## src/ccd_consts.vh

```
`ifndef CCD_CONSTS_VH
`define CCD_CONSTS_VH
// ****************************************
// opcode patterns and masks (12-bit words)
// ****************************************
`define CCD_OP_WDT_CLEAR 12'h004
`define CCD_MASK_FULL 12'hfff
`define CCD_OP_FILE_CLEAR 12'h060
`define CCD_MASK_FILE_CLEAR 12'hfe0
`define CCD_OP_FILE_INVERT 12'h240
`define CCD_MASK_FILE_OP 12'hfc0
`define CCD_OP_FILE_DEC 12'h0c0
// ****************************************
// field positions
// ****************************************
`define CCD_DEST_BIT 5
`define CCD_FADDR_MSB 4
// ****************************************
// status bit positions and reset values
// ****************************************
`define CCD_STAT_Z 2
`define CCD_STAT_PD 3
`define CCD_STAT_TO 4
`define CCD_STATUS_RST 8'h18
`define CCD_W_RST 8'h00
`endif

```

## src/ccd_exec.v

```verilog
// What this block does
// RULE_01: watchdog clear op zeroes watchdog counter
// RULE_02: also zero prescaler when assigned to watchdog
// RULE_03: watchdog clear sets timeout, powerdown flags only
// RULE_04: file clear writes 00h, sets zero flag
// RULE_05: file invert complements register, updates zero flag
// RULE_06: destination bit 0 to working, 1 to file
// RULE_07: file decrement subtracts one, updates zero flag
`include "ccd_consts.vh"

module ccd_exec (
    mclk,
    resetn,
    instr_word,
    instr_valid,
    file_rdata,
    prescaler_on_watchdog,
    file_addr,
    file_wdata,
    file_we,
    work_q,
    status_q,
    watchdog_clear,
    prescaler_clear
);
    input wire mclk;
    input wire resetn;
    input wire [11:0] instr_word;
    input wire instr_valid;
    input wire [7:0] file_rdata;
    input wire prescaler_on_watchdog;
    output wire [4:0] file_addr;
    output reg [7:0] file_wdata;
    output reg file_we;
    output reg [7:0] work_q;
    output reg [7:0] status_q;
    output reg watchdog_clear;
    output reg prescaler_clear;

    // ****************************************
    // decode
    // ****************************************
    // one matcher serves all four opcode checks
    function op_match;
        input [11:0] word;
        input [11:0] pat;
        input [11:0] mask;
        begin
            op_match = ((word & mask) == pat);
        end
    endfunction

    wire is_wdt_clear;
    wire is_file_clear;
    wire is_file_invert;
    wire is_file_dec;
    wire dest_file;
    assign is_wdt_clear = instr_valid & op_match(instr_word, `CCD_OP_WDT_CLEAR, `CCD_MASK_FULL);
    assign is_file_clear = instr_valid
        & op_match(instr_word, `CCD_OP_FILE_CLEAR, `CCD_MASK_FILE_CLEAR);
    assign is_file_invert = instr_valid
        & op_match(instr_word, `CCD_OP_FILE_INVERT, `CCD_MASK_FILE_OP);
    assign is_file_dec = instr_valid & op_match(instr_word, `CCD_OP_FILE_DEC, `CCD_MASK_FILE_OP);
    assign dest_file = instr_word[`CCD_DEST_BIT];
    // address is combinational so the register file answers in the same cycle
    assign file_addr = instr_word[`CCD_FADDR_MSB:0];

    // ****************************************
    // result path
    // ****************************************
    reg [7:0] result;
    reg has_result;
    reg to_file;
    // one mux fed by a decrementer; decrement wraps 00h to ffh like the core alu
    always @*
    begin
        result = 8'h00;
        has_result = 1'b0;
        to_file = 1'b0;
        if (is_file_clear)
        begin
            result = 8'h00; // [RULE_04]
            has_result = 1'b1;
            to_file = 1'b1; // clear always targets the file
        end
        else if (is_file_invert)
        begin
            result = ~file_rdata; // [RULE_05]
            has_result = 1'b1;
            to_file = dest_file; // [RULE_06]
        end
        else if (is_file_dec)
        begin
            result = file_rdata - 8'h01; // [RULE_07]
            has_result = 1'b1;
            to_file = dest_file; // [RULE_06]
        end
    end

    // ****************************************
    // next-state values
    // ****************************************
    // next values are gathered here so each register block stays a plain copy
    wire zero_d;
    wire wdt_clear_d;
    wire pre_clear_d;
    wire file_we_d;
    wire [7:0] file_wdata_d;
    reg [7:0] work_d;
    wire [7:0] status_d;
    // zero flag is judged on the result, not on the old file value
    assign zero_d = (result == 8'h00); // [RULE_04] [RULE_05] [RULE_07]
    // watchdog strobe follows the decode directly
    assign wdt_clear_d = is_wdt_clear; // [RULE_01]
    // prescaler only follows when it is lent to the watchdog
    assign pre_clear_d = is_wdt_clear & prescaler_on_watchdog; // [RULE_02]
    // file write port; data is don't-care while the enable is low
    assign file_we_d = has_result & to_file; // [RULE_06]
    assign file_wdata_d = result;

    // working register takes only results routed away from the file
    always @*
    begin
        work_d = work_q;
        if (has_result && !to_file)
        begin
            work_d = result; // [RULE_06]
        end
    end

    // ****************************************
    // status next value, bit by bit
    // ****************************************
    // each bit picks its own source; bits that no op names simply hold
    // the decode is one-hot, so the zero and watchdog paths never collide
    genvar g;
    generate
        for (g = 0; g < 8; g = g + 1)
        begin : g_status
            if (g == `CCD_STAT_Z)
            begin : g_zero
                assign status_d[g] = has_result ? zero_d : status_q[g]; // [RULE_04] [RULE_05]
            end
            else if ((g == `CCD_STAT_TO) || (g == `CCD_STAT_PD))
            begin : g_wdt
                assign status_d[g] = is_wdt_clear ? 1'b1 : status_q[g]; // [RULE_03]
            end
            else
            begin : g_hold
                assign status_d[g] = status_q[g]; // [RULE_03]
            end
        end
    endgenerate

    // ****************************************
    // watchdog control pulses
    // ****************************************
    // one-cycle strobes; the watchdog itself does the counting
    always @(posedge mclk)
    begin
        if (!resetn)
        begin
            watchdog_clear <= 1'b0;
            prescaler_clear <= 1'b0;
        end
        else
        begin
            watchdog_clear <= wdt_clear_d; // [RULE_01]
            prescaler_clear <= pre_clear_d; // [RULE_02]
        end
    end

    // ****************************************
    // file write port
    // ****************************************
    // registered, so the write lands one cycle after the read it came from
    always @(posedge mclk)
    begin
        if (!resetn)
        begin
            file_we <= 1'b0;
            file_wdata <= 8'h00;
        end
        else
        begin
            file_we <= file_we_d; // [RULE_06]
            file_wdata <= file_wdata_d; // [RULE_04] [RULE_05] [RULE_07]
        end
    end

    // ****************************************
    // working register
    // ****************************************
    // holds unless a result is routed to it
    always @(posedge mclk)
    begin
        if (!resetn)
        begin
            work_q <= `CCD_W_RST;
        end
        else
        begin
            work_q <= work_d; // [RULE_06]
        end
    end

    // ****************************************
    // status register
    // ****************************************
    // this block holds all eight status bits; ops write only the zero, timeout and powerdown bits
    always @(posedge mclk)
    begin
        if (!resetn)
        begin
            status_q <= `CCD_STATUS_RST;
        end
        else
        begin
            status_q <= status_d; // [RULE_03] [RULE_07]
        end
    end
endmodule // ccd_exec

```

## config.mk

```make
export PLATFORM = sky130hd
export DESIGN_NAME = ccd_exec
export DESIGN_NICKNAME = d
export VERILOG_FILES = /design/src/ccd_exec.v
export VERILOG_INCLUDE_DIRS = /design/src
export SDC_FILE = /design/constraint.sdc
export NUM_CORES = 1
export LEC_CHECK = 0
export BUFFER_PORTS_ARGS = -buffer_cell sky130_fd_sc_hd__buf_2
export CAP_MARGIN = 25
export CORE_UTILIZATION = 32
export DETAILED_ROUTE_END_ITERATION = 8
export REMOVE_ABC_BUFFERS = 1
export SYNTH_ARGS = -nofsm -noshare
export SYNTH_HDL_FRONTEND = slang
export SYNTH_SLANG_ARGS = --single-unit
```

## constraint.sdc

```tcl
create_clock -name mclk -period 2.7 [get_ports mclk]
set_input_delay 0.675 -clock mclk [delete_from_list [all_inputs] [get_ports mclk]]
set_output_delay 0.675 -clock mclk [all_outputs]
set_load 0.005 [all_outputs]
```

## Yosys cells after proc, flatten, opt, wreduce, memory -nomap -nowiden

Cells that the tools add are included.

| storage, ports and cells | value |
|---|---|
| flip-flop bits (word level) | 20 |
| input bits | 24 |
| output and inout port bits | 32 |
| word-level logic and storage cells | 30 |

| operators by class | value |
|---|---|
| add/subtract/negate cells | 1 |
| equality and inequality tests | 4 |
| mux-type cells | 9 |
| bitwise gates (word level) | 7 |
| reduce and logical (&&, ||, !) cells | 3 |

Operators with widths:

| operator | number |
|---|---|
| 2-to-1 mux 8 bit | 3 |
| == test 12 x 3 -> 1 bit (second input constant) | 1 |
| logical NOT 8 bit | 1 |
| inverter 8 bit | 1 |
| subtractor 8 x 1 -> 8 bit (second input constant) | 1 |
| == test 7 x 2 -> 1 bit (second input constant) | 1 |
| bitwise AND 1 bit | 6 |
| == test 6 x 2 -> 1 bit (second input constant) | 1 |
| == test 6 x 4 -> 1 bit (second input constant) | 1 |
| 2-to-1 mux 1 bit | 6 |
| logical AND 1 bit | 1 |
| logical NOT 1 bit | 1 |

## Logic depth before layout (Yosys ltp)

Gate-level depths: netlist (run 1).

| depth | value |
|---|---|
| depth in word-level cells | 7 |
| mapped depth | 7 |
| gate-level depth less buffers | 7 |

## Least setup slack after synthesis (run 1)

OpenSTA, ideal clock, no wires.

| timing path | value |
|---|---|
| path type | input to register |
| start | input file_rdata[0] |
| end | register status_q[2] |
| library setup time | 0.084 ns |
| data arrival time | 2.184 ns |
| data required time | 2.616 ns |
| path slack | 0.432 ns |
| stages on the path | 7 |
| path buffers | 0 |
| cell sequence | inv_1 -> ha_1 -> or3b_2 -> nand2_1 -> a211oi_1 -> or4_1 -> o31ai_2 |

| between the ends | value |
|---|---|
| cells in the longest elaborated chain, start to end | 5 |
| elaborated cells between the ends (all ways) | 6 |
| classes of those cells | 1 x add/sub; 3 x mux; 1 x bitwise; 1 x reduce/logical |

RTL lines:

| element | line | RTL |
|---|---|---|
| from (decl) | ccd_exec.v:30 | `input wire [7:0] file_rdata;` |
| subtractor 8 x 1 -> 8 bit | ccd_exec.v:94 | `result = file_rdata - 8'h01;` |
| 2-to-1 mux 8 bit | ccd_exec.v:92 | `else if (is_file_dec)` |
| 2-to-1 mux 8 bit (*) | ccd_exec.v:86 | `else if (is_file_invert)` |
| 2-to-1 mux 8 bit (*) | ccd_exec.v:80 | `if (is_file_clear)` |
| logical NOT 8 bit (*) | ccd_exec.v:112 | `assign zero_d = (result == 8'h00);` |
| to (signal assigned) | ccd_exec.v:215 | `` status_q <= `CCD_STATUS_RST; `` |
| to (signal assigned) | ccd_exec.v:219 | `status_q <= status_d;` |
| to (decl) | ccd_exec.v:36 | `output reg [7:0] status_q;` |

Mark *: on every way between the ends. The rest lies on a longest branch, timed or not.
A chain may end at the register's enable or synchronous reset.

## Worst setup path after layout (run 1)

Same ends and word-level chain as after synthesis.

==> metrics.md, run 1 <==
| Metric | Value |
|---|---|
| Status | finished clean |
| Synth Register Bits | 20 |
| GRT Overall Usage | between 10 and 15% |
| Die area | 3752 sq um |
| DRT iter0 DRCs | 26 |
| # Post-CTS Setup Buffers | 0 |
| HPWL after detailed placement | between 2000 and 2500 microns |
| Top cells by area, synth | dfxtp_1 (36%), buf_4 (8.0%), mux2i_1 (5.3%) |
| Final setup vio count | 0 |
| IO Port Bufs | between 40 and 50 |
| Worst Setup Start Kind | primary input |
| Crit path buffers/inverters | 2 |
| Cell Area, Synth | between 1000 and 1500 sq um |
| Count of cell types in the netlist | 41 |
| Core Box Area | ~3300 sq um |
| Max_slew headroom | 58.94% |
| Leak | 0.6072 nW |
| Syn. warnings | 0 |
| Max Slew Vio Count | 0 |
| Initial antenna violation count | 0 |
| Main synth FF type | dfxtp_1 |
| I/O pin cnt | 56 |
| Worst endpoint data arrival time | 2.47 ns |
| Fin crit share | 83.39% |
| Min Clock Period, post-route | around 2.3 ns |
| Hold Startpoint | work_q[1] |
| Post-synth EDFFs | 0 |
| Pwr/cell area | between 300 and 400 nW/um^2 |
| Layout Area Growth over Synthesis | 24.39% |
| Die width | 61.26 microns |
| Row count | 21 |
| Largest net degree at the start of global routing | 14 |
| Clock buffer depth | 2 |
| Post-synth ARST share | 0% |
| Fmax | around 0.44 GHz |
| H-tree depth | 1 |
| Top post-synthesis cells by count | dfxtp_1 (20), buf_4 (12), nor2_1 (11) |
| Metal2 WL | 1197 microns |
| Routability Congestion | between 0.7 and 0.8 |
| Post-route ant nets | 0 |
| Maxcap violations | 0 |
| TritonCTS Buffers | 3 |
| Clock latency on the worst-skew pair | between 0.2 and 0.3 ns |
| Yosys top cell area share | between 30% and 40% |
| Worst path slowest cell | or4_1 |
| Clk sink count | 20 |
| Met3 wire length | 177 microns |
| Maximum vdd drop | about 170 uV |
| Worst setup path class | primary input to flop |
| Top sig layer | met4 |
| Final Hold Viols | 0 |
| Final worst slack | around 0.45 ns |
| Die H | 61.26 microns |
| TritonCTS clock tree | built |
| Required @ worst endpoint | 2.92 ns |
| # DRC | 0 |
| Root buffer cell | clkbuf_4 |
| Number of global-route vias before repair | between 900 and 1000 |
| Cell with the most instances after synthesis | dfxtp_1 |
| R2R Path Start | work_q[0] |
| First-pass GRT wire length | 4050 microns |
| HP Class | flop to flop |
| Remaining Overflow, GRT | 0 |
| Placed insts | roughly 210 |
| Sequential element share of the synthesized area | between 30% and 40% |
| WL/cell | approximately 12 microns |
| Vias per cell | roughly 4.9 |
| Hold Path Sink | work_q[1] |
| Reg clk slew, reported paths | roughly 0.11 ns |
| R2R depth | 2 |
| Final Cell Area | 1398 sq um |
| Cell Count, Final, Fillers Out | about 220 |
| Critical-path maximum fanout | 6 |
| Drt first pass iters | 4 |
| Reg2reg end | work_q[0] |
| Mean Syn Cell Area | roughly 9 sq um |
| Nets | roughly 200 |
| Total Negative Setup Slacks | 0 ns |
| Post-Route WL | 2583 microns |
| Crit-path cells | buf_2 -> inv_1 -> ha_1 -> or3b_2 -> nand2_1 -> a211oi_1 -> or4_1 -> o31ai_2 |
| Share of layout cells above drive strength 1 | between 30% and 40% |
| Hold path cells | 2 |
| Worst-Margin Slew | just over 0.6 ns |
| Area leader, netlist | dfxtp_1 |
| ANT cells | 0 |
| Worst Skew | 0 ns |
| Initial Utilization | between 30 and 40% |
| Syn Inst Count | between 100 and 150 |
| Placed instance area | 1361 sq um |
| FF-to-FF setup slack | just over 2 ns |
| CP max stage delay | around 0.55 ns |
| CTS Hold Bufs | 0 |
| Dpl ws | ~0.15 ns |
| Via count | 1060 |
| Setup crit end kind | flop |
| Worst path top cell family by delay | simple AND/OR/NAND/NOR gates |
| Met1 WL | 1186 microns |
| Post-CTS Resized | 0 |
| RSZ-0062 raised after global routing | false |
| CP Depth | 8 |
kinds of logic (layout without fill, tap and decap cells):
logic type / after synthesis / after routing / share of synthesized area (%)
multiplexers: 6 / 6 / 5.345
AO/OA/AOI/OAI: 20 / 20 / 13.92
adder cells (fa/ha/maj): 1 / 1 / 1.113
buffers and inverters: 19 / 59 / 10.69
AND/OR/NAND/NOR: 59 / 59 / 32.63
other: 2 / 7 / 0.6684
flip-flops: 20 / 20 / 35.63
worst min-delay path: cells and delay by family (launching register included):
family	cells	cell delay, ns
and+or+nand+nor	1	0.06
AOI/OAI and AO/OA	1	0.05
DFF	1	0.32
where the power goes:
| group | total (mW) | switching (mW) | internal, mW | leakage (nW) |
|---|---|---|---|---|
| Sequential | 0.296 | 0.000349 | 0.296 | 0.161 |
| Combinational | 0.0773 | 0.0437 | 0.0335 | 0.425 |
| Clock | 0.168 | 0.0863 | 0.0821 | 0.0210 |
worst max-delay path by stage:
stage	from	end	slack (ns)
after floorplan	instr_word[8]	work_q[2]	0.31
after global placement	file_rdata[0]	status_q[2]	0.24
after detailed placement	file_rdata[0]	status_q[2]	0.15
after CTS	file_rdata[0]	status_q[2]	0.45
after global routing	file_rdata[0]	status_q[2]	0.38
final	file_rdata[0]	status_q[2]	0.45
routing by layer:
metal  GRT usage [%]  vias to the layer above
li1                -                      529
met3           1.261                        2
met5               0                        -
met2           25.47                       45
met4           4.870                        0
met1           18.52                      484
registers in the layout, indices dropped and copies added (netlist names):
name             cells
status_q             1
file_wdata           8
watchdog_clear       1
work_q               8
prescaler_clear      1
file_we              1
cells in the final DEF (no fill, tap or decap), types with 2 or more instances in the layout:
master | synthesis | final
and2_1 | 5 | 5
nand2_1 | 5 | 5
nor3_1 | 3 | 3
nand2b_1 | 8 | 8
nand3b_1 | 2 | 2
nor2_1 | 11 | 11
a211oi_1 | 7 | 7
mux2i_1 | 6 | 6
nand3_1 | 3 | 3
nor4_1 | 3 | 3
nor2b_1 | 4 | 4
o31ai_2 | 2 | 2
clkbuf_4 | 0 | 3
buf_4 | 12 | 4
nor4b_2 | 2 | 2
a21oi_1 | 2 | 2
nand4_1 | 2 | 2
buf_2 | 3 | 48
or3_1 | 2 | 2
dfxtp_1 | 20 | 20
conb_1 | 2 | 7
inv_1 | 3 | 3
stage by stage:
| step | power (mW) | hold WS, ns | utilization [%] |
|---|---|---|---|
| 2_1_floorplan | 0.3353 | 0.4625 | - |
| 5_1_grt | 0.5667 | 0.5064 | 41.88 |
| 3_5_place_dp | 0.3804 | 0.4623 | 40.79 |
| 3_3_place_gp | 0.3775 | 0.4586 | 40.79 |
| 6_report | 0.5420 | 0.4765 | 41.88 |
| 4_1_cts | 0.5422 | 0.4777 | 41.88 |
cell type report:
| cell class | count | area, sq um |
|---|---|---|
| inverter | 3 | 11.26 |
| clock buffer | 4 | 36.28 |
| sequential | 20 | 400.4 |
| multi-input combinational | 93 | 621.8 |
| fill | 359 | 1939 |
| timing repair buffer | 52 | 270.3 |
| tap | 46 | 57.56 |
No activity file was read; power rests on OpenSTA's default activity.
==> run 2, diff against run 1 <==
==> constraint.sdc (replaced) <==
create_clock -name mclk -period 2.2 [get_ports mclk]
set_input_delay 0.55 -clock mclk [delete_from_list [all_inputs] [get_ports mclk]]
set_output_delay 0.55 -clock mclk [all_outputs]
set_load 0.005 [all_outputs]
==> metrics.md, run 2 (synthesized netlist as in run 1, its figures left out) <==
| Metric | Value |
|---|---|
| Status | finished clean |
| R2R Path Start | work_q[0] |
| Vias per cell | 4.692 |
| IO Port Bufs | 48 |
| Pwr/cell area | roughly 500 nW/um^2 |
| Worst Skew | 0 ns |
| Setup crit end kind | flop |
| Maxcap violations | 0 |
| Layout Area Growth over Synthesis | 31.85% |
| CTS Hold Bufs | 0 |
| WL/cell | approximately 11 microns |
| Reg clk slew, reported paths | 0.11 ns |
| Crit-path cells | buf_2 -> inv_1 -> ha_1 -> or3b_2 -> nand2_1 -> a211oi_1 -> or4_1 -> o31ai_2 |
| Fin crit share | between 90 and 100% |
| TritonCTS Buffers | 3 |
| Die width | 61.26 microns |
| Hold Path Sink | watchdog_clear |
| Worst endpoint data arrival time | ~2.3 ns |
| Die area | 3752 sq um |
| Worst setup path class | primary input to flop |
| Clk sink count | 20 |
| Clock latency on the worst-skew pair | 0.29 ns |
| Required @ worst endpoint | roughly 2.4 ns |
| Most common cell after layout, fill and taps aside | buf_2 |
| Final worst slack | between 0.1 and 0.15 ns |
| # DRC | 0 |
| Dpl ws | -0.1762 ns |
| Final setup vio count | 0 |
| Remaining Overflow, GRT | 0 |
| Leak | 0.6568 nW |
| Worst Setup Start Kind | primary input |
| RSZ-0062 raised after global routing | false |
| Final Hold Viols | 0 |
| Core Box Area | about 3300 sq um |
| Number of global-route vias before repair | approximately 910 |
| Root buffer cell | clkbuf_4 |
| Biggest registers after layout | file_wdata: 8 flops, work_q: 8 flops |
| Worst path slowest cell | or4_1 |
| H-tree depth | 1 |
| Share of layout cells above drive strength 1 | just over 40% |
| Crit path buffers/inverters | 2 |
| DRT iter0 DRCs | 26 |
| Fmax | ~0.49 GHz |
| Commonest non-fill, non-tap cells in the layout | buf_2 (48), dfxtp_1 (20), buf_4 (13) |
| Nets | slightly above 200 |
| Max_slew headroom | approximately 62% |
| Max Slew Vio Count | 0 |
| ANT cells | 0 |
| Routability Congestion | approximately 0.75 |
| GRT Overall Usage | 13.39% |
| Clock buffer depth | 2 |
| Initial Utilization | 33.67% |
| Largest net degree at the start of global routing | 14 |
| Hold Startpoint | instr_word[3] |
| Hold path cells | 2 |
| Min Clock Period, post-route | between 2 and 2.5 ns |
| CP max stage delay | ~0.55 ns |
| Post-Route WL | between 2000 and 3000 microns |
| Worst-Margin Slew | 0.5655 ns |
| FF-to-FF setup slack | 1.49 ns |
| I/O pin cnt | 56 |
| Initial antenna violation count | 0 |
| Post-route ant nets | 0 |
| Fin util | roughly 44% |
| Post-CTS Resized | 0 |
| Reg2reg end | work_q[0] |
| TritonCTS clock tree | built |
| Via count | 1065 |
| HPWL after detailed placement | around 2100 microns |
| HP Class | primary input to flop |
| First-pass GRT wire length | 3739 microns |
| R2R depth | 2 |
| Maximum vdd drop | about 220 uV |
| # Post-CTS Setup Buffers | 0 |
| Die H | 61.26 microns |
| Worst path top cell family by delay | simple AND/OR/NAND/NOR gates |
| Row count | 21 |
| Critical-path maximum fanout | 4 |
| Drt first pass iters | 4 |
-- run 2: cell count changes in the layout (fill, tap and decap cells not counted), sizes merged --
| cell | delta |
|---|---|
| buf | +9 |
| clkbuf | -1 |
| bufinv | +1 |
-- run 2: metrics by stage --
stage               cell area (sq um)  hold slack, ns  TNS [ns]  total power, mW  std cells
floorplan                        1033          0.4625   -0.3507           0.4115        116
global placement                 1429          0.4582  -0.09475           0.4730        223
detailed placement               1429          0.4550   -0.2292           0.4766        223
CTS                              1481          0.4320         0           0.7647        227
global route                     1481          0.4385         0           0.7940        227
finish                           1481          0.4429         0           0.7552        227
-- run 2: how the worst max path moves through the flow --
stage,depth (start not counted),slack (ns),start,endpoint
2_1_floorplan,5,-0.06,instr_word[8],work_q[2]
3_3_place_gp,8,-0.09,file_rdata[0],status_q[2]
3_5_place_dp,8,-0.18,file_rdata[0],status_q[2]
4_1_cts,8,0.14,file_rdata[0],status_q[2]
5_1_grt,8,0.05,file_rdata[0],status_q[2]
6_report,8,0.15,file_rdata[0],status_q[2]
-- run 2: cell type report --
| cell class | instances | area, sq um |
|---|---|---|
| Clock inverter | 1 | 30.03 |
| Timing Repair Buffer | 61 | 337.8 |
| Clock buffer | 3 | 22.52 |
| Tap cell | 46 | 57.56 |
| Sequential cell | 20 | 400.4 |
| Inverter | 3 | 11.26 |
| Fill cell | 359 | 1856 |
| Multi-Input combinational cell | 93 | 621.8 |
-- run 2: power breakdown --
part           internal, mW  total [mW]  switching [mW]
sequential            0.363       0.364        0.000442
clock                 0.184       0.287           0.103
combinational        0.0492       0.104          0.0551
total                 0.597       0.755           0.159
-- run 2: routing by layer --
metal | GRT usage (%) | part of all wire [%] | wire length [microns] | vias up
met1 | 16.52 | 46 | 1163 | 482
met3 | 2.311 | 6.0 | 153 | 2
met2 | 23.29 | 48 | 1212 | 37
li1 | - | - | - | 544
met4 | 4.870 | 0.75 | 19 | 0
met5 | 0 | 0 | 0 | -
